$ cat src/design/pmu_pkg.sv
// constants, register map and carrier types of the power/reset sequencer
// assumes a single 50 MHz clock and a plain strobe-based register port
package pmu_pkg;

  localparam int unsigned CLK_HZ        = 50_000_000;
  localparam int unsigned CLK_PER_US    = CLK_HZ / 1_000_000;

  // power-on wait after an rtc reset, in microseconds (343.78 ms)
  localparam int unsigned RTC_WAIT_US   = 343_780;
  localparam int unsigned RTC_WAIT_CYC  = RTC_WAIT_US * CLK_PER_US;
  // startup watchdog window, seconds
  localparam int unsigned WDOG_S        = 4;
  localparam int unsigned WDOG_CYC      = WDOG_S * CLK_HZ;
  // one wait-register unit: a 32.768 kHz tick, rounded up
  localparam int unsigned WAIT_UNIT_CYC = 1526;
  // core held in cold reset after the peripherals come out of reset
  localparam int unsigned COLD_CYC      = 16;

  localparam int unsigned ADDR_W = 8;
  localparam int unsigned DATA_W = 16;
  localparam int unsigned CNT_W  = 28;

  localparam logic [ADDR_W-1:0] STATUS_OFS  = 8'h00;
  localparam logic [ADDR_W-1:0] CONTROL_OFS = 8'h04;
  localparam logic [ADDR_W-1:0] WAIT_OFS    = 8'h08;

  // power_status_register fields
  localparam int unsigned RTC_RST_BIT  = 0;
  localparam int unsigned SW_RST_BIT   = 1;
  localparam int unsigned TOUT_BIT     = 2;
  localparam int unsigned BATT_BIT     = 3;
  localparam int unsigned SW_INTR_BIT  = 4;
  localparam int unsigned DCD_STAT_BIT = 5;
  // power_control_register fields
  localparam int unsigned WDOG_CLR_BIT = 0;

  // wait register value equal to 343.78 ms in 32.768 kHz ticks
  localparam logic [DATA_W-1:0] WAIT_RST = 16'h2c01;

  typedef enum logic [5:0] {
    ST_OFF   = 6'b000001,
    ST_WAIT  = 6'b000010,
    ST_CHECK = 6'b000100,
    ST_COLD  = 6'b001000,
    ST_RUN   = 6'b010000,
    ST_DROP  = 6'b100000
  } pmu_state_e;

  typedef struct packed {
    logic [7:0] gpio;
    logic       dcd_n;
    logic       batt_n;
    logic       pwr;
    logic       rst_sw_n;
    logic       rtc_n;
  } pins_s;

  localparam pins_s PINS_IDLE = '{gpio: 8'h00, dcd_n: 1'b1, batt_n: 1'b1,
                                  pwr: 1'b0, rst_sw_n: 1'b1, rtc_n: 1'b1};

  typedef struct packed {
    logic sw_intr;
    logic batt;
    logic tout;
    logic sw_rst;
    logic rtc;
  } flags_s;

  typedef struct packed {
    logic supply_req;
    logic main_supply;
    logic periph_rst;
    logic core_cold_rst;
    logic core_rst;
    logic rtc_rst;
    logic clk_stop;
  } pwr_out_s;

  localparam pwr_out_s OUT_RST = '{supply_req: 1'b0, main_supply: 1'b0, periph_rst: 1'b1,
                                   core_cold_rst: 1'b1, core_rst: 1'b1, rtc_rst: 1'b0,
                                   clk_stop: 1'b1};

endpackage : pmu_pkg

$ cat src/design/power_reset_startup_sequencer.sv
// power/reset/startup sequencer: reset causes, shutdown, power-on activation
// assumes pins arrive asynchronously; timer alarm, sleep and irq come from this clock
//
// Summary of operation
// - rtc reset pin resets all, sets flag
// - reset switch cold-resets core, sets flag
// - watchdog expiry shuts down, sets timeout flag
// - deep sleep only without pending interrupts
// - low battery at start aborts, sets flag
// - eleven wake-up sources start activation
// - rtc reset activation waits 343.78 ms
// - programmed wait used for other sources
// - power switch edge: request, sample, release
// - battery good: release peripherals, cold start
// - battery low: set flag, back to shutdown
// - power switch edge while running sets interrupt flag
// - wake at sleep entry: supply drop, reactivate
module power_reset_startup_sequencer
  import pmu_pkg::*;
#(
  parameter int unsigned P_RTC_WAIT_CYC  = RTC_WAIT_CYC,
  parameter int unsigned P_WDOG_CYC      = WDOG_CYC,
  parameter int unsigned P_WAIT_UNIT_CYC = WAIT_UNIT_CYC,
  parameter int unsigned P_COLD_CYC      = COLD_CYC
) (
  input  wire logic              clk_i,
  input  wire logic              rst_i,
  input  wire logic [ADDR_W-1:0] addr_i,
  input  wire logic [DATA_W-1:0] wdata_i,
  input  wire logic              we_i,
  input  wire logic              re_i,
  output logic      [DATA_W-1:0] rdata_o,
  input  wire logic              rtc_reset_n_pin_i,
  input  wire logic              reset_switch_n_i,
  input  wire logic              power_switch_in_i,
  input  wire logic              battery_inhibit_n_i,
  input  wire logic              carrier_detect_n_i,
  input  wire logic [7:0]        gpio_wake_i,
  input  wire logic              timer_alarm_i,
  input  wire logic              deep_sleep_i,
  input  wire logic              irq_pending_i,
  output logic                   supply_request_out_o,
  output logic                   main_supply_enable_o,
  output logic                   periph_reset_o,
  output logic                   core_cold_reset_o,
  output logic                   core_reset_o,
  output logic                   rtc_reset_o,
  output logic                   cpu_clock_stop_o
);

  localparam int unsigned NPIN = $bits(pins_s);

  if (P_RTC_WAIT_CYC < 1 || P_WDOG_CYC < 1 || P_COLD_CYC < 1 || P_WAIT_UNIT_CYC < 1 ||
      64'(P_RTC_WAIT_CYC) >= (64'd1 << CNT_W) || 64'(P_WDOG_CYC) >= (64'd1 << CNT_W) ||
      64'(P_WAIT_UNIT_CYC) * 64'd65535 >= (64'd1 << CNT_W))
  begin : g_bad_param
    $error("sequencer counts must be nonzero and fit the counter");
  end

  // pin synchronisers: stage 1 feeds stage 2 only
  pins_s pin_raw;
  pins_s s1_q, s2_q, s3_q, flt_q, flt_d, prev_q;

  assign pin_raw = '{gpio: gpio_wake_i, dcd_n: carrier_detect_n_i,
                     batt_n: battery_inhibit_n_i, pwr: power_switch_in_i,
                     rst_sw_n: reset_switch_n_i, rtc_n: rtc_reset_n_pin_i};

  // a change counts only once stages 2 and 3 agree
  always_comb
  begin
    flt_d = flt_q;
    for (int i = 0; i < NPIN; i++)
    begin
      if (s2_q[i] == s3_q[i])
      begin
        flt_d[i] = s3_q[i];
      end
    end
  end

  always_ff @(posedge clk_i)
  begin
    if (rst_i)
    begin
      s1_q   <= PINS_IDLE;
      s2_q   <= PINS_IDLE;
      s3_q   <= PINS_IDLE;
      flt_q  <= PINS_IDLE;
      prev_q <= PINS_IDLE;
    end
    else
    begin
      s1_q   <= pin_raw;
      s2_q   <= s1_q;
      s3_q   <= s2_q;
      flt_q  <= flt_d;
      prev_q <= flt_q;
    end
  end

  logic pwr_rise;
  logic gpio_rise;
  logic dcd_fall;
  logic rst_sw_fall;
  logic rtc_rise;
  logic wake_any;

  assign pwr_rise   = flt_q.pwr & ~prev_q.pwr;
  assign gpio_rise  = |(flt_q.gpio & ~prev_q.gpio);
  assign dcd_fall   = ~flt_q.dcd_n & prev_q.dcd_n;
  assign rst_sw_fall = ~flt_q.rst_sw_n & prev_q.rst_sw_n;
  assign rtc_rise   = flt_q.rtc_n & ~prev_q.rtc_n;
  assign wake_any   = pwr_rise | gpio_rise | dcd_fall | timer_alarm_i;

  // register decode
  logic wr_status, wr_control, wr_wait;

  always_comb
  begin
    wr_status  = 1'b0;
    wr_control = 1'b0;
    wr_wait    = 1'b0;
    if (we_i && addr_i == STATUS_OFS)
    begin
      wr_status = 1'b1;
    end
    else if (we_i && addr_i == CONTROL_OFS)
    begin
      wr_control = 1'b1;
    end
    else if (we_i && addr_i == WAIT_OFS)
    begin
      wr_wait = 1'b1;
    end
  end

  // sequencer
  pmu_state_e        st_q, st_d;
  logic [CNT_W-1:0]  cnt_q, cnt_d;
  logic [CNT_W-1:0]  wait_ld;
  flags_s            fl_q, fl_d;
  logic [DATA_W-1:0] wait_q, wait_d;
  pwr_out_s          out_q, out_d;
  logic              wd_clr;

  assign wd_clr  = wr_control & wdata_i[WDOG_CLR_BIT];
  // zero programmed wait still gives two cycles of supply request
  assign wait_ld = CNT_W'(64'(wait_q) * 64'(P_WAIT_UNIT_CYC));

  always_comb
  begin
    st_d   = st_q;
    cnt_d  = cnt_q;
    fl_d   = fl_q;
    wait_d = wait_q;
    // clears first so a same-cycle hardware set wins
    if (wr_status)
    begin
      fl_d.rtc     = fl_q.rtc & wdata_i[RTC_RST_BIT];
      fl_d.sw_rst  = fl_q.sw_rst & wdata_i[SW_RST_BIT];
      fl_d.tout    = fl_q.tout & wdata_i[TOUT_BIT];
      fl_d.batt    = fl_q.batt & wdata_i[BATT_BIT];
      fl_d.sw_intr = fl_q.sw_intr & wdata_i[SW_INTR_BIT];
    end
    if (wr_wait)
    begin
      wait_d = wdata_i;
    end
    case (st_q)
      ST_OFF:
      begin
        if (wake_any)
        begin
          st_d  = ST_WAIT;
          cnt_d = wait_ld - CNT_W'(wait_ld != '0);
        end
      end
      ST_WAIT:
      begin
        if (cnt_q == '0)
        begin
          st_d = ST_CHECK;
        end
        else
        begin
          cnt_d = cnt_q - 1'b1;
        end
      end
      ST_CHECK:
      begin
        if (flt_q.batt_n)
        begin
          st_d  = ST_COLD;
          cnt_d = CNT_W'(P_COLD_CYC - 1);
        end
        else
        begin
          st_d    = ST_OFF;
          fl_d.batt = 1'b1;
        end
      end
      ST_COLD:
      begin
        if (cnt_q == '0)
        begin
          st_d  = ST_RUN;
          cnt_d = CNT_W'(P_WDOG_CYC - 1);
        end
        else
        begin
          cnt_d = cnt_q - 1'b1;
        end
      end
      ST_RUN:
      begin
        if (pwr_rise)
        begin
          fl_d.sw_intr = 1'b1;
        end
        if (deep_sleep_i && !irq_pending_i)
        begin
          // a wake racing sleep entry skips the supply request
          st_d = (wake_any || rst_sw_fall) ? ST_DROP : ST_OFF;
        end
        else if (wd_clr)
        begin
          cnt_d = CNT_W'(P_WDOG_CYC - 1);
        end
        else if (cnt_q == '0)
        begin
          st_d      = ST_OFF;
          fl_d.tout = 1'b1;
        end
        else
        begin
          cnt_d = cnt_q - 1'b1;
        end
      end
      ST_DROP:
      begin
        st_d  = ST_COLD;
        cnt_d = CNT_W'(P_COLD_CYC - 1);
      end
      default:
      begin
        st_d = ST_OFF;
      end
    endcase
    if (rst_sw_fall && st_q != ST_DROP && !(st_q == ST_RUN && st_d == ST_DROP))
    begin
      st_d        = ST_COLD;
      cnt_d       = CNT_W'(P_COLD_CYC - 1);
      fl_d.sw_rst = 1'b1;
    end
    if (!flt_q.rtc_n)
    begin
      st_d     = ST_OFF;
      fl_d.rtc = 1'b1;
      wait_d   = WAIT_RST;
    end
    else if (rtc_rise)
    begin
      st_d  = ST_WAIT;
      cnt_d = CNT_W'(P_RTC_WAIT_CYC - 1);
    end
  end

  // outputs registered from the next state, rtc reset from the filtered pin, so each pin is a flip-flop
  always_comb
  begin
    out_d               = OUT_RST;
    out_d.supply_req    = (st_d == ST_WAIT) || (st_d == ST_CHECK);
    out_d.main_supply   = (st_d != ST_OFF) && (st_d != ST_DROP);
    out_d.periph_rst    = (st_d != ST_COLD) && (st_d != ST_RUN);
    out_d.core_cold_rst = (st_d != ST_RUN);
    out_d.core_rst      = (st_d != ST_RUN);
    out_d.rtc_rst       = ~flt_q.rtc_n;
    out_d.clk_stop      = (st_d != ST_COLD) && (st_d != ST_RUN);
  end

  logic [DATA_W-1:0] rdata_d, rdata_q;

  always_comb
  begin
    rdata_d = '0;
    if (re_i && addr_i == STATUS_OFS)
    begin
      rdata_d[RTC_RST_BIT]  = fl_q.rtc;
      rdata_d[SW_RST_BIT]   = fl_q.sw_rst;
      rdata_d[TOUT_BIT]     = fl_q.tout;
      rdata_d[BATT_BIT]     = fl_q.batt;
      rdata_d[SW_INTR_BIT]  = fl_q.sw_intr;
      rdata_d[DCD_STAT_BIT] = ~flt_q.dcd_n;
    end
    else if (re_i && addr_i == WAIT_OFS)
    begin
      rdata_d = wait_q;
    end
  end

  always_ff @(posedge clk_i)
  begin
    if (rst_i)
    begin
      st_q    <= ST_OFF;
      cnt_q   <= '0;
      fl_q    <= '0;
      wait_q  <= WAIT_RST;
      out_q   <= OUT_RST;
      rdata_q <= '0;
    end
    else
    begin
      st_q    <= st_d;
      cnt_q   <= cnt_d;
      fl_q    <= fl_d;
      wait_q  <= wait_d;
      out_q   <= out_d;
      rdata_q <= rdata_d;
    end
  end

  assign rdata_o              = rdata_q;
  assign supply_request_out_o = out_q.supply_req;
  assign main_supply_enable_o = out_q.main_supply;
  assign periph_reset_o       = out_q.periph_rst;
  assign core_cold_reset_o    = out_q.core_cold_rst;
  assign core_reset_o         = out_q.core_rst;
  assign rtc_reset_o          = out_q.rtc_rst;
  assign cpu_clock_stop_o     = out_q.clk_stop;

endmodule : power_reset_startup_sequencer

$ cat config.mk
export PLATFORM = sky130hd
export DESIGN_NAME = power_reset_startup_sequencer
export DESIGN_NICKNAME = d
export VERILOG_FILES = /design/src/design/pmu_pkg.sv /design/src/design/power_reset_startup_sequencer.sv
export SDC_FILE = /design/constraint.sdc
export NUM_CORES = 1
export LEC_CHECK = 0
export BUFFER_PORTS_ARGS = -buffer_cell sky130_fd_sc_hd__clkbuf_2
export CORE_MARGIN = 3
export CORE_UTILIZATION = 60
export CTS_BUF_LIST = sky130_fd_sc_hd__clkbuf_8
export CTS_CLUSTER_DIAMETER = 200
export DETAILED_ROUTE_END_ITERATION = 7
export PLACE_DENSITY_LB_ADDON = 0.08
export REMOVE_ABC_BUFFERS = 1
export SYNTH_ARGS = -nofsm -noshare
export SYNTH_HDL_FRONTEND = slang
export SYNTH_SLANG_ARGS = --single-unit
$ cat constraint.sdc
create_clock -name clk_i -period 14.18 [get_ports clk_i]
set_clock_uncertainty 0.1 [all_clocks]
set_input_delay 3.545 -clock clk_i [delete_from_list [all_inputs] [get_ports clk_i]]
set_output_delay 3.545 -clock clk_i [all_outputs]
set_load 0.02 [all_outputs]
Word level (Yosys, flattened, before mapping). Cells that the tools add are included.

Bits in read-only memories: 0. Register bits after elaboration: 140. Logic and storage cells: 168. Memories: 0. Input bits: 44. Output and inout port bits: 23. Bits in writable memories: 0. Latch bits: 0.

Magnitude comparators: 0. $add $sub $neg: 2. Reduce and logical (&&, ||, !) cells: 22. $mul: 1. Divide/modulo/power cells: 0. Bitwise logic cells: 21. Shift operators: 0. Equality and inequality tests: 30. Multiplexer cells: 41.

Operator list (count): 28-bit 2-to-1 mux (9); 28-bit one-hot mux with 6 select lines (1); 6-bit 2-to-1 mux (12); 6-bit one-hot mux with 6 select lines (1); 28-bit logical NOT (1); 28-bit nonzero test (1); 27-bit by 1-bit subtractor with 28-bit output (1); 28-bit by 1-bit subtractor with 28-bit output (second input constant) (1); 16-bit by 10-bit multiplier with 26-bit output (second input constant) (1); 1-bit 2-to-1 mux (16); 1-bit == test (13); 6-bit by 2-bit == test with 1-bit output (second input constant) (2); 6-bit by 3-bit == test with 1-bit output (second input constant) (2); 6-bit == test (second input constant) (2); 6-bit != test (second input constant) (2); 1-bit logical AND (11); 1-bit AND (10); 8-bit AND (1); 8-bit by 3-bit == test with 1-bit output (second input constant) (1); 8-bit by 4-bit == test with 1-bit output (second input constant) (1); 8-bit logical NOT (1); 8-bit NOT (1); 8-bit OR reduction (1); 6-bit by 1-bit == test with 1-bit output (second input constant) (1); 15 further kinds (24).

Depth between registers and ports, before layout. Gate-level depths: netlist of run 1.

Depth in word-level cells: 19. Gate-level depth with buffers: 31. Depth with buffers taken out: 30.

Least setup slack after synthesis of run 1. OpenSTA, ideal clock, no wires.

Path kind: register to register. Start point: register wait_q[4]. End point: register cnt_q[26]. Period minus slack after synthesis: 6.875 ns. Cell stages (with the launch flop): 30. Data required time: 13.946 ns. Data arrival time: 6.642 ns. Slack: 7.305 ns. Path buffers: 1. Library setup time: 0.134 ns. Cells stage by stage: dfxtp_1 inv_1 fa_1 fa_1 inv_1 fa_1 fa_1 inv_1 fa_1 inv_1 ha_1 a21oi_1 o21ai_0 a21oi_1 nand2_1 xor2_1 or4_1 clkbuf_1 nor4_1 nand2_1 ha_1 nand2_1 nor2_1 nand2_1 nor3_1 nand4_1 nor2_1 nor4b_1 xor2_1 o22ai_1.

Longest elaborated chain between the ends: 8.

Ends and longest elaborated chain: from (decl) (RTL line power_reset_startup_sequencer.sv:142) `logic [DATA_W-1:0] wait_q, wait_d;`; from (signal assigned) (RTL line power_reset_startup_sequencer.sv:317) `wait_q <= wait_d;`; 16-bit by 10-bit multiplier with 26-bit output * (RTL line power_reset_startup_sequencer.sv:148) `assign wait_ld = CNT_W'(64'(wait_q) * 64'(P_WAIT_UNIT_CYC));`; 28-bit nonzero test (RTL line power_reset_startup_sequencer.sv:175) `cnt_d = wait_ld - CNT_W'(wait_ld != '0);`; 27-bit by 1-bit subtractor with 28-bit output * (RTL line power_reset_startup_sequencer.sv:175); 28-bit 2-to-1 mux * (RTL line power_reset_startup_sequencer.sv:172) `if (wake_any)`; 28-bit one-hot mux with 6 select lines * (RTL line power_reset_startup_sequencer.sv:169) `case (st_q)`; 28-bit 2-to-1 mux * (RTL line power_reset_startup_sequencer.sv:249) `if (rst_sw_fall && st_q != ST_DROP && !(st_q == ST_RUN && st_d == ST_DROP))`; 28-bit 2-to-1 mux (RTL line power_reset_startup_sequencer.sv:261) `else if (rtc_rise)`; 28-bit 2-to-1 mux * (RTL line power_reset_startup_sequencer.sv:255) `if (!flt_q.rtc_n)`; to (signal assigned) (RTL line power_reset_startup_sequencer.sv:315) `cnt_q <= cnt_d;`; to (decl) (RTL line power_reset_startup_sequencer.sv:139) `logic [CNT_W-1:0] cnt_q, cnt_d;`.

Every way passes the cells marked *; elsewhere a longest branch is shown, timed or not. A chain may end at the register's enable or synchronous reset.

Final worst setup path of run 1. Same ends and word-level chain as after synthesis.

==> metrics.md, run 1 <==
| Metric | Value |
|---|---|
| Status | `complete, no violations` |
| Fin. max-slew vios | `0` |
| Synth Register Bits | `140` |
| Max stage delay cell, worst path | `fa_1` |
| Clock Path Buffers | `2` |
| Initial Util | `0.6228` |
| Reg-to-reg startpoint | `wait_q[4]` |
| WL/cell | `17.30 um` |
| Hold EP | `s2_q[4]` |
| CTS root buffer | `clkbuf_8` |
| Postcts setup bufs | `0` |
| Insertion delay to the later sink of the worst-skew pair | `0.46 ns` |
| Row cnt | `47` |
| Most frequent cells in the layout | `dfxtp_1 (140), inv_1 (134), nand2_1 (118)` |
| First-pass GRT wire length | `44390 um` |
| Max-Cap Viols | `0` |
| Psw | `333.0 uW` |
| Final WL | `26280 um` |
| Hold crit path type | `register to register` |
| CP bufs+invs | `4` |
| Setup Viol. Count Final | `0` |
| Clk pin slew, worst setup/hold paths | `0.09 ns` |
| Slew HR | `0.3180` |
| HP Start | `s1_q[4]` |
| Reg2reg path depth | `28` |
| Reg-to-reg slack, setup | `6.34 ns` |
| H-tree Lvls | `4` |
| Core area | `16820 um^2` |
| Count of final hold-check violations | `0` |
| Ys async rst share | `0` |
| Distinct cells, synth | `80` |
| Hold path depth | `1` |
| Lkg Pwr | `4.995 nW` |
| Dpl hpwl | `20640 um` |
| Main synth FF type | `dfxtp_1` |
| Placed Area | `10940 um^2` |
| Maximum clock rate | `127.5 MHz` |
| Vias per cell | `5.864` |
| Port Buffer Count | `66` |
| Worst path most repeated cell | `fa_1` |
| Post-Syn Area | `10480 um^2` |
| Family with the most delay on the worst path | `adder cells` |
| GP Congestion | `0.9712` |
| Most common cell after layout, fill and taps aside | `dfxtp_1` |
| Post-synth EDFFs | `0` |
| CP Capture Type | `register` |
| GRT overflow | `0` |
| Critical Path AT | `8.05 ns` |
| DP Worst Slack | `6.398 ns` |
| Post-Syn Area per Cell | `8.448 um^2` |
| CTS sink cnt | `140` |
| Worst endpoint required time | `14.38 ns` |
| Final worst-path cycle share | `0.5531` |
| TNS Setup | `0 ns` |
| Final Util | `0.6758` |
| Vias | `8908` |
| CTS tree | `yes` |
| Final WS setup | `6.337 ns` |
| Share of layout cells above drive strength 1 | `0.1109` |
| Synth Instances | `1240` |
| Unrepaired setup endpoints after global routing | `no` |
| Overall die width | `138.1 um` |
| Max FO, Critical Path | `8` |
| Sw frac | `0.3376` |
| Pre-antenna DRT Iters | `6` |
| Cts hold-fix bufs | `0` |
| Least-Margin Pin Slew | `1.015 ns` |
| Antenna viol nets, final | `0` |
| Pint | `653.4 uW` |
| Antenna cells | `0` |
| DRC viols | `0` |
| Total track usage | `0.2814` |
| Die footprint | `19080 um^2` |
| Pwr dens | `86.79 nW/um^2` |
| Vias in the first global route | `8924` |
| Part of the power in registers | `0.433` |
| Die Y | `138.1 um` |
| Tmin final | `7.843 ns` |
| Critical path's largest stage delay | `0.55 ns` |
| Area grow syn2layout | `8.505%` |
| Fin nets | `1485` |
| Antenna violations before repair | `0` |
| Final Cell Area | `11370 um^2` |
| Yosys warns | `0` |
| Element type at the critical path start | `register` |
| Total CTS buffers | `17` |
| Reg-to-reg endpoint | `cnt_q[26]` |
| Initial DRC count | `768` |
| VDD IR-drop max | `0.00009659 V` |
| WS Path Type | `register to register` |
| Register area share after synthesis | `0.2676` |
| Combinational share of power | `0.212` |
| Clock power share | `0.355` |
| Post-CTS sizing | `0` |
| Io pins | `67` |
| Largest net degree at the start of global routing | `58` |
-- routing by layer --
| layer | wire length (um) | GRT usage | vias to the layer above |
|---|---|---|---|
| met4 | 778 | 0.1061 | 0 |
| met3 | 1547 | 0.04109 | 65 |
| met2 | 12770 | 0.4776 | 305 |
| met1 | 11180 | 0.3661 | 4159 |
| li1 | - | - | 4379 |
| met5 | 0 | 0 | - |
-- cell usage after synthesis (all sizes together) (4+ instances only) --
library cell | n | area (um^2)
xnor2 | 20 | 182.7
and2 | 16 | 100.1
nand2 | 119 | 449.2
a221oi | 4 | 41.29
a21o | 12 | 90.09
a22oi | 4 | 30.03
o22ai | 4 | 25.02
or2 | 20 | 125.1
nand4 | 7 | 50.05
xor2 | 19 | 166.4
a21oi | 88 | 440.4
o211ai | 19 | 152.6
nand3 | 26 | 130.1
nand3b | 6 | 45.04
nor4 | 20 | 158.9
fa | 77 | 1541
and3 | 8 | 50.05
ha | 78 | 975.9
nor3 | 24 | 120.1
a211oi | 7 | 67.57
nor2 | 79 | 296.5
clkbuf | 35 | 131.4
dfxtp | 140 | 2803
a2111oi | 6 | 58.80
or4 | 6 | 48.80
nand2b | 12 | 75.07
a22o | 7 | 61.31
o21bai | 4 | 33.78
o21ai | 103 | 523.0
a21boi | 4 | 30.03
o21a | 6 | 45.04
a222oi | 4 | 40.04
inv | 134 | 503.0
nor2b | 48 | 300.3
nor3b | 4 | 30.03
a31oi | 13 | 87.58
or3 | 7 | 43.79
buf | 10 | 57.55
-- power by group through the flow --
stage / sequential (mW) / combinational, mW / clock (mW)
4_1_cts: 0.427 / 0.205 / 0.354
2_1_floorplan: 0.432 / 0.145 / 0
3_3_place_gp: 0.436 / 0.202 / 0
3_5_place_dp: 0.436 / 0.203 / 0
6_report: 0.427 / 0.209 / 0.350
5_1_grt: 0.430 / 0.231 / 0.373
-- state kept, by name (all words and copies together) (netlist names) --
signal / cells
s3_q: 13
s2_q: 13
main_supply_enable_o: 1
fl_q: 5
s1_q: 13
rtc_reset_o: 1
prev_q: 12
rdata_o: 16
flt_q: 13
wait_q: 16
cpu_clock_stop_o: 1
st_q: 6
cnt_q: 28
supply_request_out_o: 1
core_reset_o: 1
-- how the worst max path moves through the flow --
| stage | startpoint | depth (start not counted) | endpoint | slack, ns |
|---|---|---|---|---|
| final | wait_q[4] | 28 | cnt_q[26] | 6.34 |
| after global routing | wait_q[4] | 28 | cnt_q[26] | 5.60 |
| after floorplan | wait_q[4] | 29 | cnt_q[26] | 7.38 |
| after global placement | wait_q[5] | 28 | cnt_q[18] | 6.68 |
| after CTS | wait_q[4] | 28 | cnt_q[26] | 6.36 |
| after detailed placement | wait_q[4] | 28 | cnt_q[26] | 6.40 |
-- final cells by class --
class,instances,area [um^2]
multi-input combinational,921,6980
timing repair buffer,72,375.4
inverter,134,503.0
fill,1469,5453
clock inverter,15,195.2
sequential,140,2803
clock buffer,17,234.0
tap,220,275.3
-- kinds of logic (layout without fill, tap and decap cells) --
family                   after synthesis  in the layout  share of synthesized area
buffers and inverters                179            238                    0.06605
multiplexers                           2              2                   0.001911
AO/OA/AOI/OAI                        312            312                     0.1882
XOR/XNOR                              39             39                    0.03333
flip-flops                           140            140                     0.2676
AND/OR/NAND/NOR                      413            413                     0.2026
adder cells (fa/ha/maj)              155            155                     0.2403
-- worst register-to-register path, delay by kind of cell, from the launching register on --
family / cells / cell delay (ns)
adder cells (fa/ha/maj): 7 / 3.01
AND/OR/NAND/NOR: 11 / 2.26
AO/OA/AOI/OAI: 4 / 0.78
XOR/XNOR: 2 / 0.73
flip-flops: 1 / 0.52
buffers and inverters: 4 / 0.31
-- through the flow --
stage / instances / hold WS [ns] / total power [mW]
after floorplan: 1195 / 0.2895 / 0.5773
after CTS: 1519 / 0.3121 / 0.9858
after global routing: 1519 / 0.3198 / 1.034
after detailed placement: 1487 / 0.2974 / 0.6390
final: 1519 / 0.3116 / 0.9864
after global placement: 1487 / 0.2905 / 0.6375
No activity file was read; power rests on OpenSTA's default activity.
==> inputs of run 2 (changes only) <==
--- a/config.mk
+++ b/config.mk
@@ -7,7 +7,7 @@
 export LEC_CHECK = 0
 export BUFFER_PORTS_ARGS = -buffer_cell sky130_fd_sc_hd__clkbuf_2
 export CORE_MARGIN = 3
-export CORE_UTILIZATION = 60
+export CORE_UTILIZATION = 58
 export CTS_BUF_LIST = sky130_fd_sc_hd__clkbuf_8
 export CTS_CLUSTER_DIAMETER = 200
 export DETAILED_ROUTE_END_ITERATION = 7
==> constraint.sdc (replaced) <==
create_clock -name clk_i -period 6.5 [get_ports clk_i]
set_clock_uncertainty 0.1 [all_clocks]
set_input_delay 1.625 -clock clk_i [delete_from_list [all_inputs] [get_ports clk_i]]
set_output_delay 1.625 -clock clk_i [all_outputs]
set_load 0.02 [all_outputs]
==> run 2 against run 1 <==
Net effect: count of clock-buffer cells in the layout rose by 1; the run now ends with negative setup slack left; worst setup slack got worse by 6.7 ns; power rose by 120%; critical path type unchanged; global-route usage rose by 2.7 points.
==> metrics.md, run 2 (synthesized netlist as in run 1, its figures left out) <==
| Metric | Value |
|---|---|
| Critical path's largest stage delay | `0.55 ns` |
| Slew HR | `0.4395` |
| Cts hold-fix bufs | `0` |
| Final WS setup | `-0.3438 ns` |
| Pre-antenna DRT Iters | `5` |
| Hold EP | `s2_q[0]` |
| VDD IR-drop max | `0.0001877 V` |
| Setup Viol. Count Final | `11` |
| CTS root buffer | `clkbuf_8` |
| Share of layout cells above drive strength 1 | `0.2858` |
| Fin. max-slew vios | `0` |
| Hold crit path type | `register to register` |
| Family with the most delay on the worst path | `adder cells` |
| WS Path Type | `register to register` |
| Most frequent cells in the layout | `buf_4 (165), dfxtp_1 (134), inv_1 (123)` |
| Vias | `10060` |
| CTS tree | `yes` |
| Maximum clock rate | `146.1 MHz` |
| Reg2reg path depth | `31` |
| Largest Register | `cnt_q` |
| Failing checks | `negative setup slack` |
| Critical Path AT | `7.07 ns` |
| Core area | `17480 um^2` |
| GP Congestion | `1.005` |
| Dpl hpwl | `21830 um` |
| CP bufs+invs | `6` |
| Worst path most repeated cell | `fa_1` |
| Status | `finished, violations left` |
| Least-Margin Pin Slew | `0.8377 ns` |
| Max FO, Critical Path | `6` |
| Tmin final | `6.844 ns` |
| H-tree Lvls | `4` |
| Max-Cap Viols | `0` |
| Max stage delay cell, worst path | `fa_1` |
| Placed Area | `11980 um^2` |
| Reg-to-reg slack, setup | `-0.34 ns` |
| Initial DRC count | `795` |
| WL/cell | `18.30 um` |
| Antenna viol nets, final | `0` |
| Layout Cells excl Fill | `1698` |
| Final WL | `31070 um` |
| Die footprint | `19710 um^2` |
| Pwr dens | `165.4 nW/um^2` |
| Hold path depth | `1` |
| Largest net degree at the start of global routing | `43` |
| CTS sink cnt | `140` |
| Fin nets | `1659` |
| Antenna violations before repair | `0` |
| Final worst-path cycle share | `1.053` |
| Unrepaired setup endpoints after global routing | `yes` |
| Area grow syn2layout | `27.68%` |
| Clock Path Buffers | `2` |
| Overall die width | `140.4 um` |
| Lkg Pwr | `6.005 nW` |
| Final Cell Area | `13370 um^2` |
| Clk pin slew, worst setup/hold paths | `0.09 ns` |
| Dpl cells | `1629` |
| Vias in the first global route | `10140` |
| DRC viols | `0` |
| Total track usage | `0.3082` |
| Die Y | `140.4 um` |
| HP Start | `s1_q[0]` |
| Initial Util | `0.5994` |
| Reg-to-reg endpoint | `cnt_q[18]` |
| Reg-to-reg startpoint | `wait_q[4]` |
| Antenna cells | `0` |
| Worst endpoint required time | `6.73 ns` |
| Io pins | `67` |
| TNS Setup | `-1.991 ns` |
| Port Buffer Count | `66` |
| Row cnt | `48` |
| Element type at the critical path start | `register` |
| GRT overflow | `0` |
| Vias per cell | `5.923` |
| First-pass GRT wire length | `49490 um` |
| Count of final hold-check violations | `0` |
| Insertion delay to the later sink of the worst-skew pair | `0.47 ns` |
| Max FFs per register | `28` |
| Total CTS buffers | `17` |
| CP Capture Type | `register` |
| Most common cell after layout, fill and taps aside | `buf_4` |
-- run 2: layer usage --
metal / routed length [um] / track usage
met1: 12430 / 0.3725
met2: 15370 / 0.5398
met3: 1740 / 0.04541
met4: 1525 / 0.1438
met5: 0 / 0
-- run 2: area by class of cell --
cell class / count / area [um^2]
repair buffers: 246 / 1747
inverters: 134 / 505.5
clock inverters: 14 / 157.7
multi-input cells: 921 / 7622
flip-flops and latches: 140 / 2813
fillers: 1228 / 4103
clock buffers: 18 / 247.7
well taps: 225 / 281.5
-- run 2: worst max-delay path by stage --
stage / depth (start not counted) / startpoint / slack [ns] / endpoint
2_1_floorplan: 29 / wait_q[4] / -0.30 / cnt_q[26]
3_3_place_gp: 29 / wait_q[3] / -0.37 / cnt_q[26]
3_5_place_dp: 29 / wait_q[2] / -0.62 / cnt_q[26]
4_1_cts: 29 / wait_q[1] / -0.15 / cnt_q[18]
5_1_grt: 31 / wait_q[4] / -0.53 / cnt_q[18]
6_report: 31 / wait_q[4] / -0.34 / cnt_q[18]
-- run 2: timing repair --
| action | in CTS | in global routing |
|---|---|---|
| gates resized for setup | 106 | 50 |
| setup buffers | 34 | 13 |
| pin swaps | 41 | 53 |
| setup endpoints to repair | 13 | 26 |
-- run 2: report_power, final --
| part | internal [mW] | switching (mW) | total [mW] |
|---|---|---|---|
| clock | 0.359 | 0.386 | 0.745 |
| sequential | 0.893 | 0.0411 | 0.934 |
| combinational | 0.218 | 0.315 | 0.533 |
-- run 2: metrics by stage --
stage / power (mW) / utilization / setup WS (ns) / hold WS (ns)
final: 2.212 / 0.7652 / -0.3438 / 0.3190
after global placement: 1.420 / 0.6857 / -0.3684 / 0.2906
after detailed placement: 1.425 / 0.6857 / -0.6230 / 0.2937
after global routing: 2.306 / 0.7652 / -0.5265 / 0.3361
after floorplan: 1.259 / - / -0.2978 / 0.2895
after CTS: 2.189 / 0.7504 / -0.1485 / 0.3218
